`src/pkg/scc_pkg.sv`:
```
`default_nettype none
package scc_pkg;

  // Register offsets (byte addresses on the management bus)
  localparam logic [7:0] OFF_BUS_IDENTITY = 8'h00;
  localparam logic [7:0] OFF_SOFT_RESET = 8'h01;
  localparam logic [7:0] OFF_GENERAL_CFG = 8'h02;

  // Identity register fields
  localparam int IDENT_ADDR_LSB = 1;
  localparam int IDENT_OVR_BIT = 0;
  localparam logic IDENT_OVR_RST = 1'h0;

  // Soft reset control fields
  localparam int SRST_RELOAD_BIT = 2;
  localparam int SRST_FULL_BIT = 1;
  localparam int SRST_LOGIC_BIT = 0;

  // General configuration fields and reset values
  localparam int GCFG_CONT_BIT = 6;
  localparam int GCFG_LANE_LSB = 4;
  localparam int GCFG_CRC_BIT = 1;
  localparam int GCFG_VOLT_BIT = 0;
  localparam logic GCFG_CONT_RST = 1'h0;
  localparam logic [1:0] GCFG_LANE_RST = 2'h3;
  localparam logic GCFG_CRC_RST = 1'h1;

  // Lane count encodings
  localparam logic [1:0] LANES_ONE = 2'h0;
  localparam logic [1:0] LANES_TWO = 2'h1;
  localparam logic [1:0] LANES_FOUR = 2'h3;

  // Length of the internal soft reset pulse in clock cycles
  localparam int SRST_PULSE_CYC = 4;
  // Enabled cycles spent waiting for straps to clear the synchroniser
  localparam int STRAP_WAIT_CYC = 6;

  // Startup sequencer states
  typedef enum logic [2:0] {
    ST_STRAP = 3'b001,
    ST_RUN = 3'b010,
    ST_HOLD = 3'b100
  } scc_state_t;

  // Register write/read request
  typedef struct packed {
    logic wr;
    logic rd;
    logic [7:0] addr;
    logic [7:0] wdata;
  } scc_req_t;

  // Configuration carried to the core
  typedef struct packed {
    logic cont_clk;
    logic [1:0] lanes;
    logic crc_en;
    logic volt_1v8;
    logic [6:0] slave_addr;
  } scc_cfg_t;

endpackage
`default_nettype wire

```
`src/logic/scc_sync.sv`:
```
`timescale 1ns/1ps
`default_nettype none
// Three-stage synchroniser; output changes once stages two and three agree
module scc_sync #(
  parameter int W = 1
) (
  input wire logic ref_clk_i, // Clock
  input wire logic nrst_i, // Sync reset, active low
  input wire logic en_i, // Clock enable
  input wire logic [W-1:0] d_i, // Asynchronous input
  output logic [W-1:0] q_o // Filtered output
);
  logic [W-1:0] s1_ff, s2_ff, s3_ff, q_ff;
  logic [W-1:0] nxt_q;

  // Accept a new value only when the last two stages agree
  always_comb
  begin
    nxt_q = q_ff;
    if (s2_ff == s3_ff)
    begin
      nxt_q = s3_ff;
    end
  end

  // Register the chain; first stage feeds only the second
  always_ff @(posedge ref_clk_i)
  begin
    if (!nrst_i)
    begin
      s1_ff <= '0;
      s2_ff <= '0;
      s3_ff <= '0;
      q_ff <= '0;
    end
    else if (en_i)
    begin
      s1_ff <= d_i;
      s2_ff <= s1_ff;
      s3_ff <= s2_ff;
      q_ff <= nxt_q;
    end
  end

  assign q_o = q_ff;
endmodule
`default_nettype wire

```
`src/logic/scc_regs.sv`:
```
`timescale 1ns/1ps
`default_nettype none
module scc_regs (
  input wire logic ref_clk_i, // 25 MHz clock
  input wire logic nrst_i, // Sync reset, active low
  input wire logic clk_en_i, // Clock enable, freezes state
  input wire logic [6:0] strap_addr_i, // Strapped slave address pins
  input wire logic identity_strap_pin_i, // Bus voltage strap pin
  input wire logic reg_wr_i, // Register write strobe
  input wire logic reg_rd_i, // Register read strobe
  input wire logic [7:0] reg_addr_i, // Register offset
  input wire logic [7:0] reg_wdata_i, // Write data
  output logic [7:0] reg_rdata_o, // Read data, registered
  output logic reg_rvalid_o, // Read data valid pulse
  output logic [6:0] slave_addr_o, // Active slave address
  output logic cont_clk_o, // Continuous clock lane
  output logic [1:0] lanes_o, // Data lane select
  output logic crc_en_o, // TX CRC generator enable
  output logic volt_1v8_o, // Bus level, 1 = 1.8 V
  output logic rom_reload_o, // ROM reload pulse
  output logic logic_rst_o // Digital logic reset pulse
);

  ////////////////////////////////////////////////////////////////////////////
  // Strap synchronisation

  logic [7:0] strap_sync;
  scc_sync #(.W(8)) u_sync (
    .ref_clk_i(ref_clk_i),
    .nrst_i(nrst_i),
    .en_i(clk_en_i),
    .d_i({identity_strap_pin_i, strap_addr_i}),
    .q_o(strap_sync)
  );

  ////////////////////////////////////////////////////////////////////////////
  // State

  scc_pkg::scc_req_t req; // Bundled request
  scc_pkg::scc_cfg_t cfg_ff, nxt_cfg; // Configuration registers
  scc_pkg::scc_state_t st_ff, nxt_st; // Startup sequencer
  logic ovr_ff, nxt_ovr; // Identity override bit
  logic [6:0] prog_addr_ff, nxt_prog_addr; // Programmed address
  logic [2:0] cnt_ff, nxt_cnt; // Strap settle / pulse counter
  logic reload_ff, nxt_reload; // Reload pulse
  logic lrst_ff, nxt_lrst; // Logic reset pulse
  logic [7:0] rdata_ff, nxt_rdata; // Read data
  logic rvalid_ff, nxt_rvalid; // Read valid
  logic wr_id, wr_rst, wr_cfg; // Decoded writes
  logic full_rst; // Internal full reset

  assign req = '{wr: reg_wr_i, rd: reg_rd_i, addr: reg_addr_i, wdata: reg_wdata_i};
  assign wr_id = req.wr && (req.addr == scc_pkg::OFF_BUS_IDENTITY);
  assign wr_rst = req.wr && (req.addr == scc_pkg::OFF_SOFT_RESET);
  assign wr_cfg = req.wr && (req.addr == scc_pkg::OFF_GENERAL_CFG) && (st_ff == scc_pkg::ST_RUN);
  // Full soft reset takes effect on the next edge, like the pin
  assign full_rst = wr_rst && req.wdata[scc_pkg::SRST_FULL_BIT];

  ////////////////////////////////////////////////////////////////////////////
  // Next-state logic

  // Sequencer, registers and pulses
  always_comb
  begin
    nxt_st = st_ff;
    nxt_cfg = cfg_ff;
    nxt_ovr = ovr_ff;
    nxt_prog_addr = prog_addr_ff;
    nxt_cnt = cnt_ff;
    nxt_reload = 1'b0;
    nxt_lrst = 1'b0;
    nxt_rvalid = req.rd;
    nxt_rdata = rdata_ff;
    case (st_ff)
      scc_pkg::ST_STRAP:
      begin
        // Wait for straps to pass the synchroniser, then latch them
        nxt_cnt = cnt_ff + 3'h1;
        if (cnt_ff == 3'(scc_pkg::STRAP_WAIT_CYC - 1))
        begin
          nxt_cfg.volt_1v8 = strap_sync[7];
          nxt_prog_addr = strap_sync[6:0];
          nxt_cnt = 3'h0;
          nxt_st = scc_pkg::ST_RUN;
        end
      end
      scc_pkg::ST_RUN:
      begin
        if (wr_rst && req.wdata[scc_pkg::SRST_LOGIC_BIT])
        begin
          nxt_st = scc_pkg::ST_HOLD;
          nxt_cnt = 3'h0;
        end
        if (wr_rst && req.wdata[scc_pkg::SRST_RELOAD_BIT])
        begin
          nxt_reload = 1'b1;
        end
      end
      scc_pkg::ST_HOLD:
      begin
        // Hold logic reset for a few cycles, registers untouched
        nxt_lrst = 1'b1;
        nxt_cnt = cnt_ff + 3'h1;
        if (cnt_ff == 3'(scc_pkg::SRST_PULSE_CYC - 1))
        begin
          // Last cycle of HOLD; the registered pulse stays high through the first cycle back in RUN
          nxt_cnt = 3'h0;
          nxt_st = scc_pkg::ST_RUN;
        end
      end
      default:
      begin
        nxt_st = scc_pkg::ST_STRAP;
      end
    endcase
    // Identity writes; address field writable only under override
    if (wr_id)
    begin
      nxt_ovr = req.wdata[scc_pkg::IDENT_OVR_BIT];
      if (ovr_ff)
      begin
        nxt_prog_addr = req.wdata[7:scc_pkg::IDENT_ADDR_LSB];
      end
    end
    // General configuration; reserved bits 7,3:2 dropped
    if (wr_cfg)
    begin
      nxt_cfg.cont_clk = req.wdata[scc_pkg::GCFG_CONT_BIT];
      nxt_cfg.lanes = req.wdata[scc_pkg::GCFG_LANE_LSB +: 2];
      nxt_cfg.crc_en = req.wdata[scc_pkg::GCFG_CRC_BIT];
      nxt_cfg.volt_1v8 = req.wdata[scc_pkg::GCFG_VOLT_BIT];
    end
    // Active address: strap unless override set
    nxt_cfg.slave_addr = nxt_ovr ? nxt_prog_addr : strap_sync[6:0];
    if (!nxt_ovr)
    begin
      nxt_prog_addr = strap_sync[6:0];
    end
    // Read mux; self-clearing bits always read zero
    if (req.rd)
    begin
      case (req.addr)
        scc_pkg::OFF_BUS_IDENTITY: nxt_rdata = {cfg_ff.slave_addr, ovr_ff};
        scc_pkg::OFF_SOFT_RESET: nxt_rdata = 8'h00;
        scc_pkg::OFF_GENERAL_CFG: nxt_rdata = {1'b0, cfg_ff.cont_clk, cfg_ff.lanes,
                                               2'b00, cfg_ff.crc_en, cfg_ff.volt_1v8};
        default: nxt_rdata = 8'h00;
      endcase
    end
  end

  ////////////////////////////////////////////////////////////////////////////
  // Registers

  // Pin reset or full soft reset restore every register in this block and restart straps; the synchroniser is reset by the pin only
  always_ff @(posedge ref_clk_i)
  begin
    if (!nrst_i || (clk_en_i && full_rst))
    begin
      st_ff <= scc_pkg::ST_STRAP;
      cfg_ff <= '{cont_clk: scc_pkg::GCFG_CONT_RST, lanes: scc_pkg::GCFG_LANE_RST,
                  crc_en: scc_pkg::GCFG_CRC_RST, volt_1v8: 1'b0, slave_addr: 7'h00};
      ovr_ff <= scc_pkg::IDENT_OVR_RST;
      prog_addr_ff <= 7'h00;
      cnt_ff <= 3'h0;
      reload_ff <= 1'b0;
      lrst_ff <= 1'b0;
      rdata_ff <= 8'h00;
      rvalid_ff <= 1'b0;
    end
    else if (clk_en_i)
    begin
      st_ff <= nxt_st;
      cfg_ff <= nxt_cfg;
      ovr_ff <= nxt_ovr;
      prog_addr_ff <= nxt_prog_addr;
      cnt_ff <= nxt_cnt;
      reload_ff <= nxt_reload;
      lrst_ff <= nxt_lrst;
      rdata_ff <= nxt_rdata;
      rvalid_ff <= nxt_rvalid;
    end
  end

  assign reg_rdata_o = rdata_ff;
  assign reg_rvalid_o = rvalid_ff;
  assign slave_addr_o = cfg_ff.slave_addr;
  assign cont_clk_o = cfg_ff.cont_clk;
  assign lanes_o = cfg_ff.lanes;
  assign crc_en_o = cfg_ff.crc_en;
  assign volt_1v8_o = cfg_ff.volt_1v8;
  assign rom_reload_o = reload_ff;
  assign logic_rst_o = lrst_ff;

  ////////////////////////////////////////////////////////////////////////////
  // Assertions

  a_reload_pulse: assert property (@(posedge ref_clk_i) disable iff (!nrst_i)
    clk_en_i && wr_rst && req.wdata[2] && st_ff == scc_pkg::ST_RUN && !full_rst
    |=> rom_reload_o ##1 (!rom_reload_o || !clk_en_i))
    else $error("reload pulse wrong");
  a_full_reset: assert property (@(posedge ref_clk_i) disable iff (!nrst_i)
    clk_en_i && full_rst |=> lanes_o == 2'h3 && crc_en_o && !cont_clk_o && !ovr_ff)
    else $error("full reset did not restore");
  a_logic_rst_keep: assert property (@(posedge ref_clk_i) disable iff (!nrst_i)
    logic_rst_o && clk_en_i && !req.wr |=> $stable(cfg_ff))
    else $error("logic reset changed registers");
  a_logic_rst_len: assert property (@(posedge ref_clk_i) disable iff (!nrst_i)
    $rose(logic_rst_o) && clk_en_i |-> ##[1:8] !logic_rst_o)
    else $error("logic reset too long");
  a_addr_strap: assert property (@(posedge ref_clk_i) disable iff (!nrst_i)
    !ovr_ff && $past(!ovr_ff) && clk_en_i && $past(clk_en_i) && st_ff == scc_pkg::ST_RUN
    |-> slave_addr_o == $past(strap_sync[6:0]))
    else $error("address not strapped");
  a_addr_ovr: assert property (@(posedge ref_clk_i) disable iff (!nrst_i)
    clk_en_i && wr_id && ovr_ff && req.wdata[0] && !full_rst
    |=> slave_addr_o == $past(req.wdata[7:1]))
    else $error("override address not taken");
  a_cfg_write: assert property (@(posedge ref_clk_i) disable iff (!nrst_i)
    clk_en_i && wr_cfg |=> lanes_o == $past(req.wdata[5:4]) && cont_clk_o == $past(req.wdata[6]))
    else $error("config write lost");
  a_crc_write: assert property (@(posedge ref_clk_i) disable iff (!nrst_i)
    clk_en_i && wr_cfg |=> crc_en_o == $past(req.wdata[1]) && volt_1v8_o == $past(req.wdata[0]))
    else $error("crc or voltage write lost");
  a_rsvd_zero: assert property (@(posedge ref_clk_i) disable iff (!nrst_i)
    clk_en_i && req.rd && req.addr == scc_pkg::OFF_GENERAL_CFG && !full_rst
    |=> reg_rdata_o[7] == 1'b0 && reg_rdata_o[3:2] == 2'b00)
    else $error("reserved bits nonzero");
  c_reload: cover property (@(posedge ref_clk_i) rom_reload_o);
  c_lrst: cover property (@(posedge ref_clk_i) $fell(logic_rst_o));
  c_ovr: cover property (@(posedge ref_clk_i) ovr_ff && slave_addr_o != strap_sync[6:0]);
endmodule
`default_nettype wire

```
`config.mk`:
```
export PLATFORM = sky130hd
export DESIGN_NAME = scc_regs
export DESIGN_NICKNAME = d
export VERILOG_FILES = /design/src/pkg/scc_pkg.sv /design/src/logic/scc_sync.sv /design/src/logic/scc_regs.sv
export SDC_FILE = /design/constraint.sdc
export NUM_CORES = 1
export LEC_CHECK = 0
export BUFFER_PORTS_ARGS = -buffer_cell sky130_fd_sc_hd__buf_4
export CELL_PAD_IN_SITES_DETAIL_PLACEMENT = 0
export CELL_PAD_IN_SITES_GLOBAL_PLACEMENT = 1
export CORE_MARGIN = 5
export CORE_UTILIZATION = 45
export DETAILED_ROUTE_END_ITERATION = 16
export GPL_TIMING_DRIVEN = 0
export PLACE_DENSITY = 0.84
export SETUP_SLACK_MARGIN = 0.15
export SLEW_MARGIN = 20
export SYNTH_ARGS = -nofsm -noshare
export SYNTH_HDL_FRONTEND = slang
export SYNTH_SLANG_ARGS = --single-unit
export TNS_END_PERCENT = 100
```
`constraint.sdc`:
```
create_clock -name ref_clk_i -period 4.95 [get_ports ref_clk_i]
set_input_delay 0.7425 -clock ref_clk_i [delete_from_list [all_inputs] [get_ports ref_clk_i]]
set_output_delay 0.7425 -clock ref_clk_i [all_outputs]
set_load 0.01 [all_outputs]
```
==> impl_results.md <==
* Synthesized area per cell at slightly above 9 um^2
* Yosys warns at 0
* WHS at 0.452 ns
* Leakage at about 1.4 nW
* Max Slew Vio Count at 0
* Initial Utilization at 46.6%
* Multiplexer share of the synthesized area at 16.9%
* Global-route wire length before repair at 11800 um
* Largest family of logic cells by synthesized area: simple AND/OR/NAND/NOR gates
* Hold path depth at 2
* Post-detailed-route wirelength per cell at 15.2 um
* Worst Setup SP: reg_addr_i[5]
* P_sw at 0.288 mW
* Tightest Pin Transition at 0.761 ns
* Simple-gate share of the synthesized area at about a fifth
* Cell taking the most area after synthesis: dfxtp_1
* 1st-iter DRT viols at 135
* Post-CTS Setup Bufs at 0
* Complex-gate fraction of the synthesized area at 12.4%
* Initial antenna violation count at 0
* Die width at 91.5 um
* Hold buffers post-CTS at 0
* Final core occ at 57.3%
* Tcrit/Tclk final at approximately 52%
* Adder-cell share of the synthesized area at 2.09%
* Clk buf depth at 2
* Skew-Pair Late Insertion Delay at 0.34 ns
* Slew margin rel. at between 40 and 50%
* Pin count of the biggest net entering global routing at 13
* Vias in the first global route at 2383
* Number of distinct library cells after synthesis at 43
* R2R Setup Slk at 2.95 ns
* Min-delay src: reg_rdata_o[3]
* Die area at ~0.0084 mm^2
* Final Non-Filler Cells at 466
* Run status: complete, no violations
* GR Layer Usage met2 at roughly 27%
* Critical Path Start Type: input port
* DRC at 0
* Hold Crit Class: reg -> reg
* Min cycle time layout at 2.55 ns
* Tot GR Track Use at 17.4%
* RePlAce Congestion at 0.801
* CTS clk-pin slew, worst paths at around 0.08 ns
* Hold Path End: reg_rdata_o[3]
* Final Hold Fails at 0
* Via Count at roughly 2500
* Register area share after synthesis at 41.5%
* Root cell of the clock tree: clkbuf_8
* CTS tree: built
* Synth Net Count at 358
* Switching share of power at 25.1%
* Area growth syn-to-layout at 23.0%
* Synth Instances at approximately 320
* Power Density at roughly 310 mW/mm^2
* Maximum vdd drop at 187 uV
* Reg2Reg Launch Point: cnt_ff[1]
* CP Class: in -> reg
* CP Data Arrival Time at 2.77 ns
* Post-CTS Resized at 0
* RSZ-0062 raised after global routing: no
* Final Cell Area at about 0.0037 mm^2
* GRT overflow at 0
* Filler cells at 594
* Share of post-route cells with drive strength above 1 at about a fifth
* Post-Synth XOR/XNOR Area at 2.34%
* IO Port Bufs at 49
* Num CTS Buffers at 9
* Max-Cap Viols at 0
* Top-area cell type share of the netlist area at between 40% and 50%
* ANT cells at 0
* Clk sinks at 62
* WL final at 7070 um
* Internal Pwr Total at 0.859 mW
* Ys flop type: dfxtp_1
* GRT met3 Usage at 3.88%
* Fin Setup TNS at 0 ns
* Cell Area, Placed at 0.00346 mm^2
* Post-synth EDFFs at 0
* Reg2Reg Depth at 8
* Worst flop-to-flop path endpoint: prog_addr_ff[2]
* Worst EP required at 5.17 ns
* Placed Instances at 450
* Core Area at 0.00642 mm^2
* Register bit total from synthesis at 62
* ANT nets after route at 0
* Io pins at 52
* Grt peak-use layer: met2
* Fin nets at ~420
* Synthesized area at around 0.003 mm^2
* Clock Power Share at between 40% and 50%
* Seq pwr share at 45.9%
* H-tree depth at 3
* DR vias/cell at 5.33
* Area contributors post-synth: dfxtp_1 41%, mux2i_1 15%, nor2b_1 7.9%
* Layout Skew at 0.00818 ns
* Die Y at 91.5 um
* Final setup vio count at 0
* Post-DP HPWL at between 5000 and 6000 um
* Asr flop ratio synth at 0%
* Max Clock Freq at 392 MHz
* CP Capture Type: register
* Crit Path Max Fanout at 10
* Combinational Power Share at 10.7%
* Rows at 29
* Pre-Repair DR Iteration Count at 4
* GR Util met1 at 23.0%
cells in the mapped netlist (3+ instances only):
library cell and n:
dfxtp_1 62, mux2i_1 45, nor2b_1 38, nand2_1 27, a21oi_1 20, nor2_1 16, nand3_1 13, clkbuf_1 12
o21ai_0 10, xnor2_1 8, a211o_1 7, a31oi_1 7, inv_1 7, ha_1 5, mux2_2 5, o31ai_1 4
buf_1 3, buf_2 3, nand2b_1 3
layer usage:
layer	part of all wire, %	vias to the layer above
met2	45	65
li1	-	1259
met5	0	-
met1	48	1149
met4	1.6	0
met3	5.6	10
worst max-delay path, cell delays in order:
cell,delay (ns)
buf_4,0.11
or4_4,0.58
nor4_4,0.42
a21boi_0,0.31
clkbuf_1,0.34
o211ai_1,0.18
o31ai_1,0.09
layout by cell type (no fill, tap or decap), types with 2 or more instances in the layout:
cell	Yosys	layout
a21oi_1	20	20
nand3_1	13	13
bufinv_16	0	2
buf_6	2	2
o22ai_1	2	2
clkbuf_8	0	9
nand2b_1	3	3
a211oi_1	2	2
dfxtp_1	62	62
clkinv_4	0	3
clkbuf_1	12	12
inv_1	7	7
a31oi_1	7	7
o31ai_1	4	4
nor2b_1	38	38
nand4_1	2	2
nor2_1	16	16
buf_2	3	3
ha_1	5	5
or3_1	2	2
o21ai_0	10	10
mux2_2	5	5
a211o_1	7	7
xnor2_1	8	8
buf_1	3	3
mux2i_1	45	45
nand2_1	27	27
buf_4	0	49
kinds of logic after synthesis:
family | count (synthesis)
compound gates | 59
xor+xnor | 8
fa+ha+maj | 5
buf+inv | 27
flops | 62
mux | 50
simple gates | 113
per-stage QoR:
| step | power [mW] | setup slack [ns] |
|---|---|---|
| floorplan | 0.614 | 2.50 |
| global placement | 0.658 | 2.04 |
| detailed placement | 0.660 | 2.06 |
| CTS | 1.16 | 2.42 |
| global route | 1.19 | 2.29 |
| finish | 1.15 | 2.40 |
flip-flops by register name (all words and copies together) (netlist names):
name	cells
cnt_ff	3
cont_clk_o	1
crc_en_o	1
lanes_o	2
logic_rst_o	1
ovr_ff	1
prog_addr_ff	7
reg_rdata_o	8
reg_rvalid_o	1
rom_reload_o	1
st_ff	3
u_sync.q_o	8
u_sync.s1_ff	8
u_sync.s2_ff	8
u_sync.s3_ff	8
volt_1v8_o	1
power by group through the flow:
stage	Clock, mW	Combinational [mW]	Sequential (mW)
global placement	0	0.121	0.537
detailed placement	0	0.123	0.537
global route	0.529	0.136	0.528
floorplan	0	0.0789	0.535
finish	0.498	0.123	0.526
CTS	0.507	0.124	0.526
cell type report:
type                            count  area (um^2)  share of cell area, %
Buffer                             20         93.8                   2.55
Tap cell                           77         96.3                   2.62
Clock buffer                        9          124                   3.37
Timing Repair Buffer               49          368                   10.0
Clock inverter                      7         98.8                   2.69
Multi-Input combinational cell    235         1630                   44.3
Sequential cell                    62         1240                   33.7
Inverter                            7         26.3                  0.714
how the worst max path moves through the flow:
stage	to	slack (ns)	depth (start not counted)
final	cnt_ff[1]	2.40	7
after CTS	cnt_ff[1]	2.42	7
after global placement	cnt_ff[1]	2.04	7
after detailed placement	cnt_ff[1]	2.06	7
after global routing	cnt_ff[1]	2.29	7
after floorplan	prog_addr_ff[0]	2.50	6
Power figures use the tool's default switching activity.
